$ cat src/ams_pkg.sv
package ams_pkg;

    localparam int unsigned ADDR_W = 8;
    localparam int unsigned DATA_W = 32;

    // register byte offsets
    localparam logic [7:0] OFF_CTRL  = 8'h00;
    localparam logic [7:0] OFF_OPER  = 8'h04;
    localparam logic [7:0] OFF_BASE  = 8'h08;
    localparam logic [7:0] OFF_INDEX = 8'h0c;
    localparam logic [7:0] OFF_FLAGS = 8'h10;
    localparam logic [7:0] OFF_XADDR = 8'h14;
    localparam logic [7:0] OFF_WBVAL = 8'h18;
    localparam logic [7:0] OFF_STAT  = 8'h1c;

    // control register fields
    localparam int unsigned CTRL_CLASS_LSB = 0;
    localparam int unsigned CTRL_FORM_LSB  = 2;
    localparam int unsigned CTRL_UP_BIT    = 4;
    localparam int unsigned CTRL_REG_BIT   = 5;
    localparam int unsigned CTRL_SHIFT_LSB = 6;
    localparam int unsigned CTRL_USER_BIT  = 8;
    localparam int unsigned CTRL_LOAD_BIT  = 9;
    localparam int unsigned CTRL_STACK_LSB = 10;
    localparam int unsigned CTRL_COND_LSB  = 12;
    localparam int unsigned CTRL_MASK_LSB  = 16;
    localparam logic [31:0] CTRL_RST       = 32'h0000_e000;

    // operand register fields
    localparam int unsigned OPER_IMM12_LSB = 0;
    localparam int unsigned OPER_SAMT_LSB  = 16;
    localparam int unsigned OPER_CNT_LSB   = 24;

    // flags register fields
    localparam int unsigned FLAG_V_BIT = 0;
    localparam int unsigned FLAG_C_BIT = 1;
    localparam int unsigned FLAG_Z_BIT = 2;
    localparam int unsigned FLAG_N_BIT = 3;

    // status register fields
    localparam int unsigned STAT_PASS_BIT  = 0;
    localparam int unsigned STAT_ILL_BIT   = 1;
    localparam int unsigned STAT_XFER_BIT  = 2;
    localparam int unsigned STAT_WB_BIT    = 3;
    localparam int unsigned STAT_ORDER_LSB = 4;
    localparam int unsigned STAT_FSEL_LSB  = 8;

    localparam int unsigned WORD_LOG2 = 2;
    localparam logic [31:0] WORD_BYTES = 32'h0000_0004;

    typedef enum logic [1:0] {CL_WORD, CL_HALF, CL_MULTI, CL_COPROC} ams_class_e;
    typedef enum logic [1:0] {FM_OFFSET, FM_PRE, FM_POST, FM_RSVD} ams_form_e;
    typedef enum logic [1:0] {SH_LSL, SH_LSR, SH_ASR, SH_ROR} ams_shift_e;
    typedef enum logic [1:0] {
        full_descending_stack, empty_descending_stack, full_ascending_stack, empty_ascending_stack
    } ams_stack_e;
    typedef enum logic [1:0] {increment_after, increment_before, decrement_after, decrement_before} ams_order_e;
    typedef enum logic [3:0] {
        cond_equal, cond_not_equal, cond_unsigned_ge, cond_unsigned_lt,
        cond_negative, cond_nonnegative, cond_overflow, cond_no_overflow,
        cond_unsigned_gt, cond_unsigned_le, cond_signed_ge, cond_signed_lt,
        cond_signed_gt, cond_signed_le, cond_always, cond_reserved
    } ams_cond_e;

endpackage

$ cat src/ams_shifter.sv
`timescale 1ns/100ps
`default_nettype none
module ams_shifter #(
    parameter int unsigned W = 32
) (
    input  wire logic [W-1:0]           value,
    input  wire ams_pkg::ams_shift_e    kind,
    input  wire logic [4:0]             amount,
    input  wire logic                   carry_in,
    output logic      [W-1:0]           result
);
    logic [2*W-1:0] rot;

    always_comb begin
        rot = {value, value} >> amount;
        case (kind)
            ams_pkg::SH_LSL: result = value << amount;
            ams_pkg::SH_LSR: result = value >> amount;
            ams_pkg::SH_ASR: result = W'($signed(value) >>> amount);
            ams_pkg::SH_ROR: begin
                // a zero rotate amount selects rotate_through_carry
                if (amount == 5'h00) begin
                    result = {carry_in, value[W-1:1]};
                end else begin
                    result = rot[W-1:0];
                end
            end
            default: result = value;
        endcase
    end
endmodule
`default_nettype wire

$ cat src/ams_addr_decode.sv
// Notes on behaviour
// RQ1: word/byte offsets are a 12-bit immediate or an index register shifted by a 5-bit amount or rotated through carry, added to or subtracted from the base.
// RQ2: pre-indexed form uses base plus/minus offset as the address and writes that address back to the base.
// RQ3: post-indexed form uses the unmodified base as the address and then updates the base by the offset.
// RQ4: user-privilege word/byte transfers accept only the offset and post-indexed forms, never pre-indexed.
// RQ5: multiple loads map full-descending, empty-descending, full-ascending, empty-ascending to increment-after, increment-before, decrement-after, decrement-before.
// RQ6: multiple stores map empty-ascending, full-ascending, empty-descending, full-descending to increment-after, increment-before, decrement-after, decrement-before.
// RQ7: coprocessor transfers scale an 8-bit immediate by four in offset, pre-indexed and post-indexed forms.
// RQ8: the status-write mask selects control, extension, status and flags fields by bits 0 to 3.
// RQ9: fifteen condition predicates from equal to always are evaluated against the flags.
// RQ10: a failed predicate changes nothing and performs no base writeback.
// RQ11: halfword, signed-byte and doubleword transfers use an 8-bit immediate or an unshifted index register.
`timescale 1ns/100ps
`default_nettype none
module ams_addr_decode (
    input  wire logic                          pclk,
    input  wire logic                          presetn,
    input  wire logic                          psel,
    input  wire logic                          penable,
    input  wire logic                          pwrite,
    input  wire logic [ams_pkg::ADDR_W-1:0]    paddr,
    input  wire logic [ams_pkg::DATA_W-1:0]    pwdata,
    input  wire logic [3:0]                    pstrb,
    output logic      [ams_pkg::DATA_W-1:0]    prdata,
    output logic                               pready,
    output logic                               pslverr
);
    logic [31:0]          ctrl_q, oper_q, base_q, index_q, flags_q;
    logic [31:0]          xaddr_q, xaddr_d, wbval_q, wbval_d, stat_q, stat_d;
    logic [31:0]          prdata_q, rd_mux;
    logic                 wr_ok, rd_map, wr_map;
    ams_pkg::ams_class_e  cls;
    ams_pkg::ams_form_e   form;
    ams_pkg::ams_shift_e  skind;
    ams_pkg::ams_stack_e  stack;
    ams_pkg::ams_cond_e   cond;
    ams_pkg::ams_order_e  order;
    logic                 up, use_reg, user, load;
    logic                 fn, fz, fc, fv;
    logic [3:0]           fmask;
    logic [4:0]           samt, cnt;
    logic [11:0]          imm12;
    logic [7:0]           imm8;
    logic [31:0]          shifted, off, sum, span;
    logic                 pass, illegal, wb_req;

    assign cls     = ams_pkg::ams_class_e'(ctrl_q[ams_pkg::CTRL_CLASS_LSB +: 2]);
    assign form    = ams_pkg::ams_form_e'(ctrl_q[ams_pkg::CTRL_FORM_LSB +: 2]);
    assign skind   = ams_pkg::ams_shift_e'(ctrl_q[ams_pkg::CTRL_SHIFT_LSB +: 2]);
    assign stack   = ams_pkg::ams_stack_e'(ctrl_q[ams_pkg::CTRL_STACK_LSB +: 2]);
    assign cond    = ams_pkg::ams_cond_e'(ctrl_q[ams_pkg::CTRL_COND_LSB +: 4]);
    assign fmask   = ctrl_q[ams_pkg::CTRL_MASK_LSB +: 4];
    assign up      = ctrl_q[ams_pkg::CTRL_UP_BIT];
    assign use_reg = ctrl_q[ams_pkg::CTRL_REG_BIT];
    assign user    = ctrl_q[ams_pkg::CTRL_USER_BIT];
    assign load    = ctrl_q[ams_pkg::CTRL_LOAD_BIT];
    assign imm12   = oper_q[ams_pkg::OPER_IMM12_LSB +: 12];
    assign imm8    = oper_q[ams_pkg::OPER_IMM12_LSB +: 8];
    assign samt    = oper_q[ams_pkg::OPER_SAMT_LSB +: 5];
    assign cnt     = oper_q[ams_pkg::OPER_CNT_LSB +: 5];
    assign fn      = flags_q[ams_pkg::FLAG_N_BIT];
    assign fz      = flags_q[ams_pkg::FLAG_Z_BIT];
    assign fc      = flags_q[ams_pkg::FLAG_C_BIT];
    assign fv      = flags_q[ams_pkg::FLAG_V_BIT];

    ams_shifter #(.W(32)) u_shift (
        .value    (index_q),
        .kind     (skind),
        .amount   (samt),
        .carry_in (fc),
        .result   (shifted)
    );

    // condition predicate on the current flags
    always_comb begin
        case (cond)
            ams_pkg::cond_equal:       pass = fz;                       // RQ9
            ams_pkg::cond_not_equal:   pass = !fz;                      // RQ9
            ams_pkg::cond_unsigned_ge: pass = fc;                       // RQ9
            ams_pkg::cond_unsigned_lt: pass = !fc;                      // RQ9
            ams_pkg::cond_negative:    pass = fn;                       // RQ9
            ams_pkg::cond_nonnegative: pass = !fn;                      // RQ9
            ams_pkg::cond_overflow:    pass = fv;                       // RQ9
            ams_pkg::cond_no_overflow: pass = !fv;                      // RQ9
            ams_pkg::cond_unsigned_gt: pass = fc && !fz;                // RQ9
            ams_pkg::cond_unsigned_le: pass = !fc || fz;                // RQ9
            ams_pkg::cond_signed_ge:   pass = (fn == fv);               // RQ9
            ams_pkg::cond_signed_lt:   pass = (fn != fv);               // RQ9
            ams_pkg::cond_signed_gt:   pass = !fz && (fn == fv);        // RQ9
            ams_pkg::cond_signed_le:   pass = fz || (fn != fv);         // RQ9
            ams_pkg::cond_always:      pass = 1'b1;                     // RQ9
            default:                   pass = 1'b0;
        endcase
    end

    // stack name to transfer order
    always_comb begin
        if (load) begin
            case (stack)
                ams_pkg::full_descending_stack:  order = ams_pkg::increment_after;   // RQ5
                ams_pkg::empty_descending_stack: order = ams_pkg::increment_before;  // RQ5
                ams_pkg::full_ascending_stack:   order = ams_pkg::decrement_after;   // RQ5
                default:                         order = ams_pkg::decrement_before;  // RQ5
            endcase
        end else begin
            case (stack)
                ams_pkg::empty_ascending_stack:  order = ams_pkg::increment_after;   // RQ6
                ams_pkg::full_ascending_stack:   order = ams_pkg::increment_before;  // RQ6
                ams_pkg::empty_descending_stack: order = ams_pkg::decrement_after;   // RQ6
                default:                         order = ams_pkg::decrement_before;  // RQ6
            endcase
        end
    end

    // offset selection and address forming
    always_comb begin
        span = 32'(cnt) << ams_pkg::WORD_LOG2;
        case (cls)
            ams_pkg::CL_WORD:   off = use_reg ? shifted : 32'(imm12);                // RQ1
            ams_pkg::CL_HALF:   off = use_reg ? index_q : 32'(imm8);                 // RQ11
            ams_pkg::CL_COPROC: off = 32'(imm8) << ams_pkg::WORD_LOG2;               // RQ7
            default:            off = span;
        endcase
        sum     = up ? base_q + off : base_q - off;                                  // RQ1
        wb_req  = (form == ams_pkg::FM_PRE) || (form == ams_pkg::FM_POST);
        // a reserved form or condition is refused rather than guessed at
        illegal = (form == ams_pkg::FM_RSVD) || (cond == ams_pkg::cond_reserved)
                  || (cls == ams_pkg::CL_WORD && user && form == ams_pkg::FM_PRE);   // RQ4
        if (cls == ams_pkg::CL_MULTI) begin
            case (order)
                ams_pkg::increment_after:  xaddr_d = base_q;
                ams_pkg::increment_before: xaddr_d = base_q + ams_pkg::WORD_BYTES;
                ams_pkg::decrement_after:  xaddr_d = base_q - span + ams_pkg::WORD_BYTES;
                default:                   xaddr_d = base_q - span;
            endcase
            wbval_d = (order == ams_pkg::increment_after || order == ams_pkg::increment_before)
                      ? base_q + span : base_q - span;
        end else begin
            xaddr_d = (form == ams_pkg::FM_POST) ? base_q : sum;                     // RQ2 RQ3
            wbval_d = sum;                                                           // RQ2 RQ3
        end
        stat_d = 32'h0000_0000;
        stat_d[ams_pkg::STAT_PASS_BIT]       = pass;
        stat_d[ams_pkg::STAT_ILL_BIT]        = illegal;
        stat_d[ams_pkg::STAT_XFER_BIT]       = pass && !illegal;                     // RQ10
        stat_d[ams_pkg::STAT_WB_BIT]         = pass && !illegal && wb_req;           // RQ10
        stat_d[ams_pkg::STAT_ORDER_LSB +: 2] = order;
        stat_d[ams_pkg::STAT_FSEL_LSB +: 4]  = pass ? fmask : 4'h0;                  // RQ8
    end

    // results are re-formed every cycle from the programmed registers
    always_ff @(posedge pclk or negedge presetn) begin
        if (!presetn) begin
            xaddr_q <= 32'h0000_0000;
            wbval_q <= 32'h0000_0000;
            stat_q  <= 32'h0000_0000;
        end else begin
            xaddr_q <= xaddr_d;
            wbval_q <= wbval_d;
            stat_q  <= stat_d;
        end
    end

    // apb slave, zero wait states
    function automatic logic [31:0] merge(input logic [31:0] old, input logic [31:0] nw, input logic [3:0] be);
        logic [31:0] r;
        r = old;
        for (int i = 0; i < 4; i++) begin
            if (be[i]) begin
                r[8*i +: 8] = nw[8*i +: 8];
            end
        end
        return r;
    endfunction

    assign wr_map = (paddr == ams_pkg::OFF_CTRL) || (paddr == ams_pkg::OFF_OPER) || (paddr == ams_pkg::OFF_BASE)
                    || (paddr == ams_pkg::OFF_INDEX) || (paddr == ams_pkg::OFF_FLAGS);
    assign rd_map = wr_map || (paddr == ams_pkg::OFF_XADDR) || (paddr == ams_pkg::OFF_WBVAL)
                    || (paddr == ams_pkg::OFF_STAT);
    assign wr_ok  = psel && penable && pwrite && wr_map;
    assign pready = 1'b1;
    // writes to result registers or holes are errored, not silently dropped
    assign pslverr = psel && penable && (pwrite ? !wr_map : !rd_map);
    assign prdata  = prdata_q;

    always_ff @(posedge pclk or negedge presetn) begin
        if (!presetn) begin
            ctrl_q  <= ams_pkg::CTRL_RST;
            oper_q  <= 32'h0000_0000;
            base_q  <= 32'h0000_0000;
            index_q <= 32'h0000_0000;
            flags_q <= 32'h0000_0000;
        end else if (wr_ok) begin
            case (paddr)
                ams_pkg::OFF_CTRL:  ctrl_q  <= merge(ctrl_q, pwdata, pstrb);
                ams_pkg::OFF_OPER:  oper_q  <= merge(oper_q, pwdata, pstrb);
                ams_pkg::OFF_BASE:  base_q  <= merge(base_q, pwdata, pstrb);
                ams_pkg::OFF_INDEX: index_q <= merge(index_q, pwdata, pstrb);
                ams_pkg::OFF_FLAGS: flags_q <= merge(flags_q, pwdata, pstrb);
                default:            flags_q <= flags_q;
            endcase
        end
    end

    always_comb begin
        case (paddr)
            ams_pkg::OFF_CTRL:  rd_mux = ctrl_q;
            ams_pkg::OFF_OPER:  rd_mux = oper_q;
            ams_pkg::OFF_BASE:  rd_mux = base_q;
            ams_pkg::OFF_INDEX: rd_mux = index_q;
            ams_pkg::OFF_FLAGS: rd_mux = flags_q;
            ams_pkg::OFF_XADDR: rd_mux = xaddr_q;
            ams_pkg::OFF_WBVAL: rd_mux = wbval_q;
            ams_pkg::OFF_STAT:  rd_mux = stat_q;
            default:            rd_mux = 32'h0000_0000;
        endcase
    end

    // read data captured in the setup phase so it is a flop at the access edge
    always_ff @(posedge pclk or negedge presetn) begin
        if (!presetn) begin
            prdata_q <= 32'h0000_0000;
        end else if (psel && !penable && !pwrite) begin
            prdata_q <= rd_mux;
        end
    end
endmodule
`default_nettype wire

$ cat config.mk
export PLATFORM = sky130hd
export DESIGN_NAME = ams_addr_decode
export DESIGN_NICKNAME = d
export VERILOG_FILES = /design/src/ams_pkg.sv /design/src/ams_shifter.sv /design/src/ams_addr_decode.sv
export SDC_FILE = /design/constraint.sdc
export NUM_CORES = 1
export LEC_CHECK = 0
export BUFFER_PORTS_ARGS = -buffer_cell sky130_fd_sc_hd__buf_2
export CORE_ASPECT_RATIO = 1.4
export CORE_UTILIZATION = 24
export CTS_CLUSTER_DIAMETER = 100
export DETAILED_ROUTE_END_ITERATION = 8
export SLEW_MARGIN = 30
export SYNTH_ARGS = -nofsm -noshare
export SYNTH_HDL_FRONTEND = slang
export SYNTH_SLANG_ARGS = --single-unit
$ cat constraint.sdc
create_clock -name pclk -period 5.93 [get_ports pclk]
set_input_delay 1.186 -clock pclk [delete_from_list [all_inputs] [get_ports pclk]]
set_output_delay 1.186 -clock pclk [all_outputs]
set_load 0.01 [all_outputs]
==> metrics.txt <==
Root Driver clkbuf_16; via/cell ratio 5.80; overall routing resource usage 28.0%; final setup vio count 20; H-tree Lvls 1; clk sinks 266; Mapped Cells 2902; crit-path max FO 16; crit-path max cell delay 0.45 ns; hold_buf cts 0; Hold/Removal Path Class reg -> reg; Arr. time, crit path 6.66 ns; number of synthesized flops with an enable pin 0; Cell Int Power 2760 µW; final WL 152 mm; DR WL/cell 31.1 µm; critical path launch point oper_q[18]; core footprint 0.104 mm²; RSZ-0062 raised after global routing yes; most frequent CP cell a21o_1; GPL Wtd Cong 1.08; Comb power frac 3.8%; IO Port Bufs 81; CTS clk-pin slew, worst paths 0.07 ns; ys flop type dfrtp_1; Nets 3619; Starting DRT DRC Count 2754; Critical Path Slowest Stage Cell a21oi_1; Rows 140; Total Power 3630 µW; Post-Place Worst Slack -1.44 ns; Clock Power Share 46.2%; remaining global-route overflow 0; CP Class reg -> reg; Hold WS 0.472 ns; power per standard cell area 105 mW/mm²; Final Skew 0.0199 ns; HPWL after detailed placement 120 mm; synth unique cells 108; max-slew violation count 0; FFs w/ async S/R, synth 100%; Die Ht 386 µm; max_cap viols 0; initial antenna violation count 4; crit path launch type register; Max Fclk 161 MHz; clk_lat worst skew 0.56 ns; via count 28300; Initial Utilization 24.2%; vias in the first global route 28000; share of power burned in registers 50.0%; CP bufs+invs 7; status finished with violations; first-pass GRT wire length 212 mm; largest net degree at the start of global routing 128; HP Start prdata[31]; CP required 6.40 ns; first-pass iteration count of the detailed router 6; Yosys warning count 0; Sw Pwr 868 µW; worst setup margin -0.264 ns; Max IR drop VDD 185 µV; CP endpoint kind register; origin of the critical flop-to-flop path oper_q[18]; slew margin rel. 34.0%; CTS tree done; Top delay family on crit path compound AO/OA/AOI/OAI gates; Hold Vio Cnt, Final 0; #FFs+latches synth 266; synthesized area 0.0252 mm²; Tmin final 6.19 ns; Area Overhead vs Synth 36.7%; share of cells above drive strength 1 39.3%; syn_nets 3004; total CTS buffers 23; die area 0.106 mm²; worst-case clock buffer depth 3; Die X 276 µm; Ports 83; failing checks negative setup slack; Routed Antenna Nets 0; period utilization 104%; Tightest Pin Transition 0.985 ns; average size of a mapped cell 8.69 µm²; leak pwr 0.0145 µW; drc violations 0; sequential share of the synthesized area 26.4%; Sw Ratio 23.9%
-- state kept, by name (all words and copies together) (netlist names), 32 cells and up --
register  flops
flags_q      32
xaddr_q      32
ctrl_q       32
index_q      32
base_q       32
wbval_q      32
oper_q       32
prdata       32
-- Yosys cell counts (29+ instances only) --
library cell | instances | share of area (%)
o211ai_1 | 30 | 0.89
xor2_1 | 42 | 1.5
xnor2_1 | 80 | 2.8
a221oi_1 | 45 | 1.6
nand3_1 | 73 | 1.4
a22oi_1 | 60 | 1.8
clkbuf_1 | 192 | 2.9
mux2_2 | 194 | 8.7
buf_2 | 37 | 0.73
nand2_1 | 272 | 4.0
nor2b_1 | 29 | 0.72
and2_1 | 32 | 0.79
inv_1 | 53 | 0.79
a21o_1 | 42 | 1.3
o22ai_1 | 29 | 0.72
dfrtp_1 | 263 | 26
mux4_2 | 68 | 6.1
nor3_1 | 56 | 1.1
a31oi_1 | 53 | 1.3
o21ai_0 | 189 | 3.8
nor4_1 | 29 | 0.72
mux2i_1 | 103 | 4.1
a211oi_1 | 36 | 1.1
ha_1 | 50 | 2.5
nor2_1 | 172 | 2.6
a21oi_1 | 166 | 3.3
-- placed cells by master (no fill, tap or decap), drive strengths merged, types with 17 or more instances in the layout --
cell type / Yosys / layout
and2: 34 / 34
nor3: 57 / 57
a211oi: 37 / 37
a221oi: 45 / 45
nand4: 22 / 22
mux2: 203 / 203
o21ai: 192 / 192
mux2i: 103 / 103
a22oi: 60 / 60
dfrtp: 263 / 263
or3: 22 / 22
buf: 81 / 863
nor2b: 29 / 29
xor2: 42 / 42
o211ai: 31 / 31
a22o: 28 / 28
o22ai: 29 / 29
mux4: 71 / 71
a21oi: 168 / 168
nor4: 31 / 31
nand3: 73 / 73
and3: 28 / 28
xnor2: 80 / 80
ha: 50 / 50
a21o: 42 / 42
o31ai: 17 / 17
a31oi: 53 / 53
inv: 53 / 55
nand2: 272 / 272
nand2b: 24 / 24
nor2: 172 / 172
clkbuf: 194 / 31
-- worst paths after layout --
check,end,slack (ns),cells after the start
max,xaddr_q[28],-0.26,29
min,prdata[31],0.47,1
max reg2reg,xaddr_q[28],-0.26,29
min reg2reg,prdata[31],0.47,1
max in group asynchronous,oper_q[27],4.09,2
min in group asynchronous,prdata[11],0.59,1
-- logic make-up (layout without fill, tap and decap cells) --
kind of cell             Yosys count  count (layout)  share of synthesized area, %
AO/OA/AOI/OAI                    907             907                          24.8
AND/OR/NAND/NOR                  844             844                          16.5
multiplexers                     377             377                          19.6
buffers and inverters            332             963                          5.74
flip-flops                       266             266                          26.4
XOR/XNOR                         122             122                          4.24
adder cells (fa/ha/maj)           53              53                          2.72
other                              1               3                        0.0149
-- timing repair --
| action | CTS | global route |
|---|---|---|
| pin swaps | 83 | 69 |
| buffers inserted | 34 | 24 |
| hold endpoints to repair | 0 | 0 |
| cloned | 3 | 1 |
| setup endpoints to repair | 52 | 35 |
| gates resized for setup | 187 | 97 |
-- through the flow --
step,utilization [%],setup TNS [ns],instances,instance area [µm²]
2_1_floorplan,-,0,2902,25200
3_3_place_gp,30.7,-45.84,4789,31900
3_5_place_dp,30.7,-46.37,4790,31900
4_1_cts,32.6,-0.437,4864,33900
5_1_grt,33.1,-5.95,4882,34500
6_report,33.1,-2.23,4884,34500
-- metal layers --
metal	GRT usage, %	wire, µm	vias to the layer above
met3	2.65	7440	546
met1	30.1	53100	14100
met5	0	17	-
met2	47.6	72900	1458
li1	-	-	12200
met4	27.4	18400	2
-- power groups by stage --
stage,Combinational (µW),Sequential [µW],Clock (µW)
finish,138,1820,1680
global route,149,1820,1760
CTS,137,1820,1710
detailed placement,136,1850,0
global placement,136,1850,0
floorplan,29.9,1850,0
-- layout make-up --
type                    instances  area [µm²]
flip-flops and latches        266        6670
well taps                    1349        1690
fillers                     10900       69600
clock buffers                  30         652
clock inverters                11         156
repair buffers                865        6790
diodes                          2        5.00
multi-input cells            2304       18300
inverters                      57         214
Power figures use the tool's default switching activity.
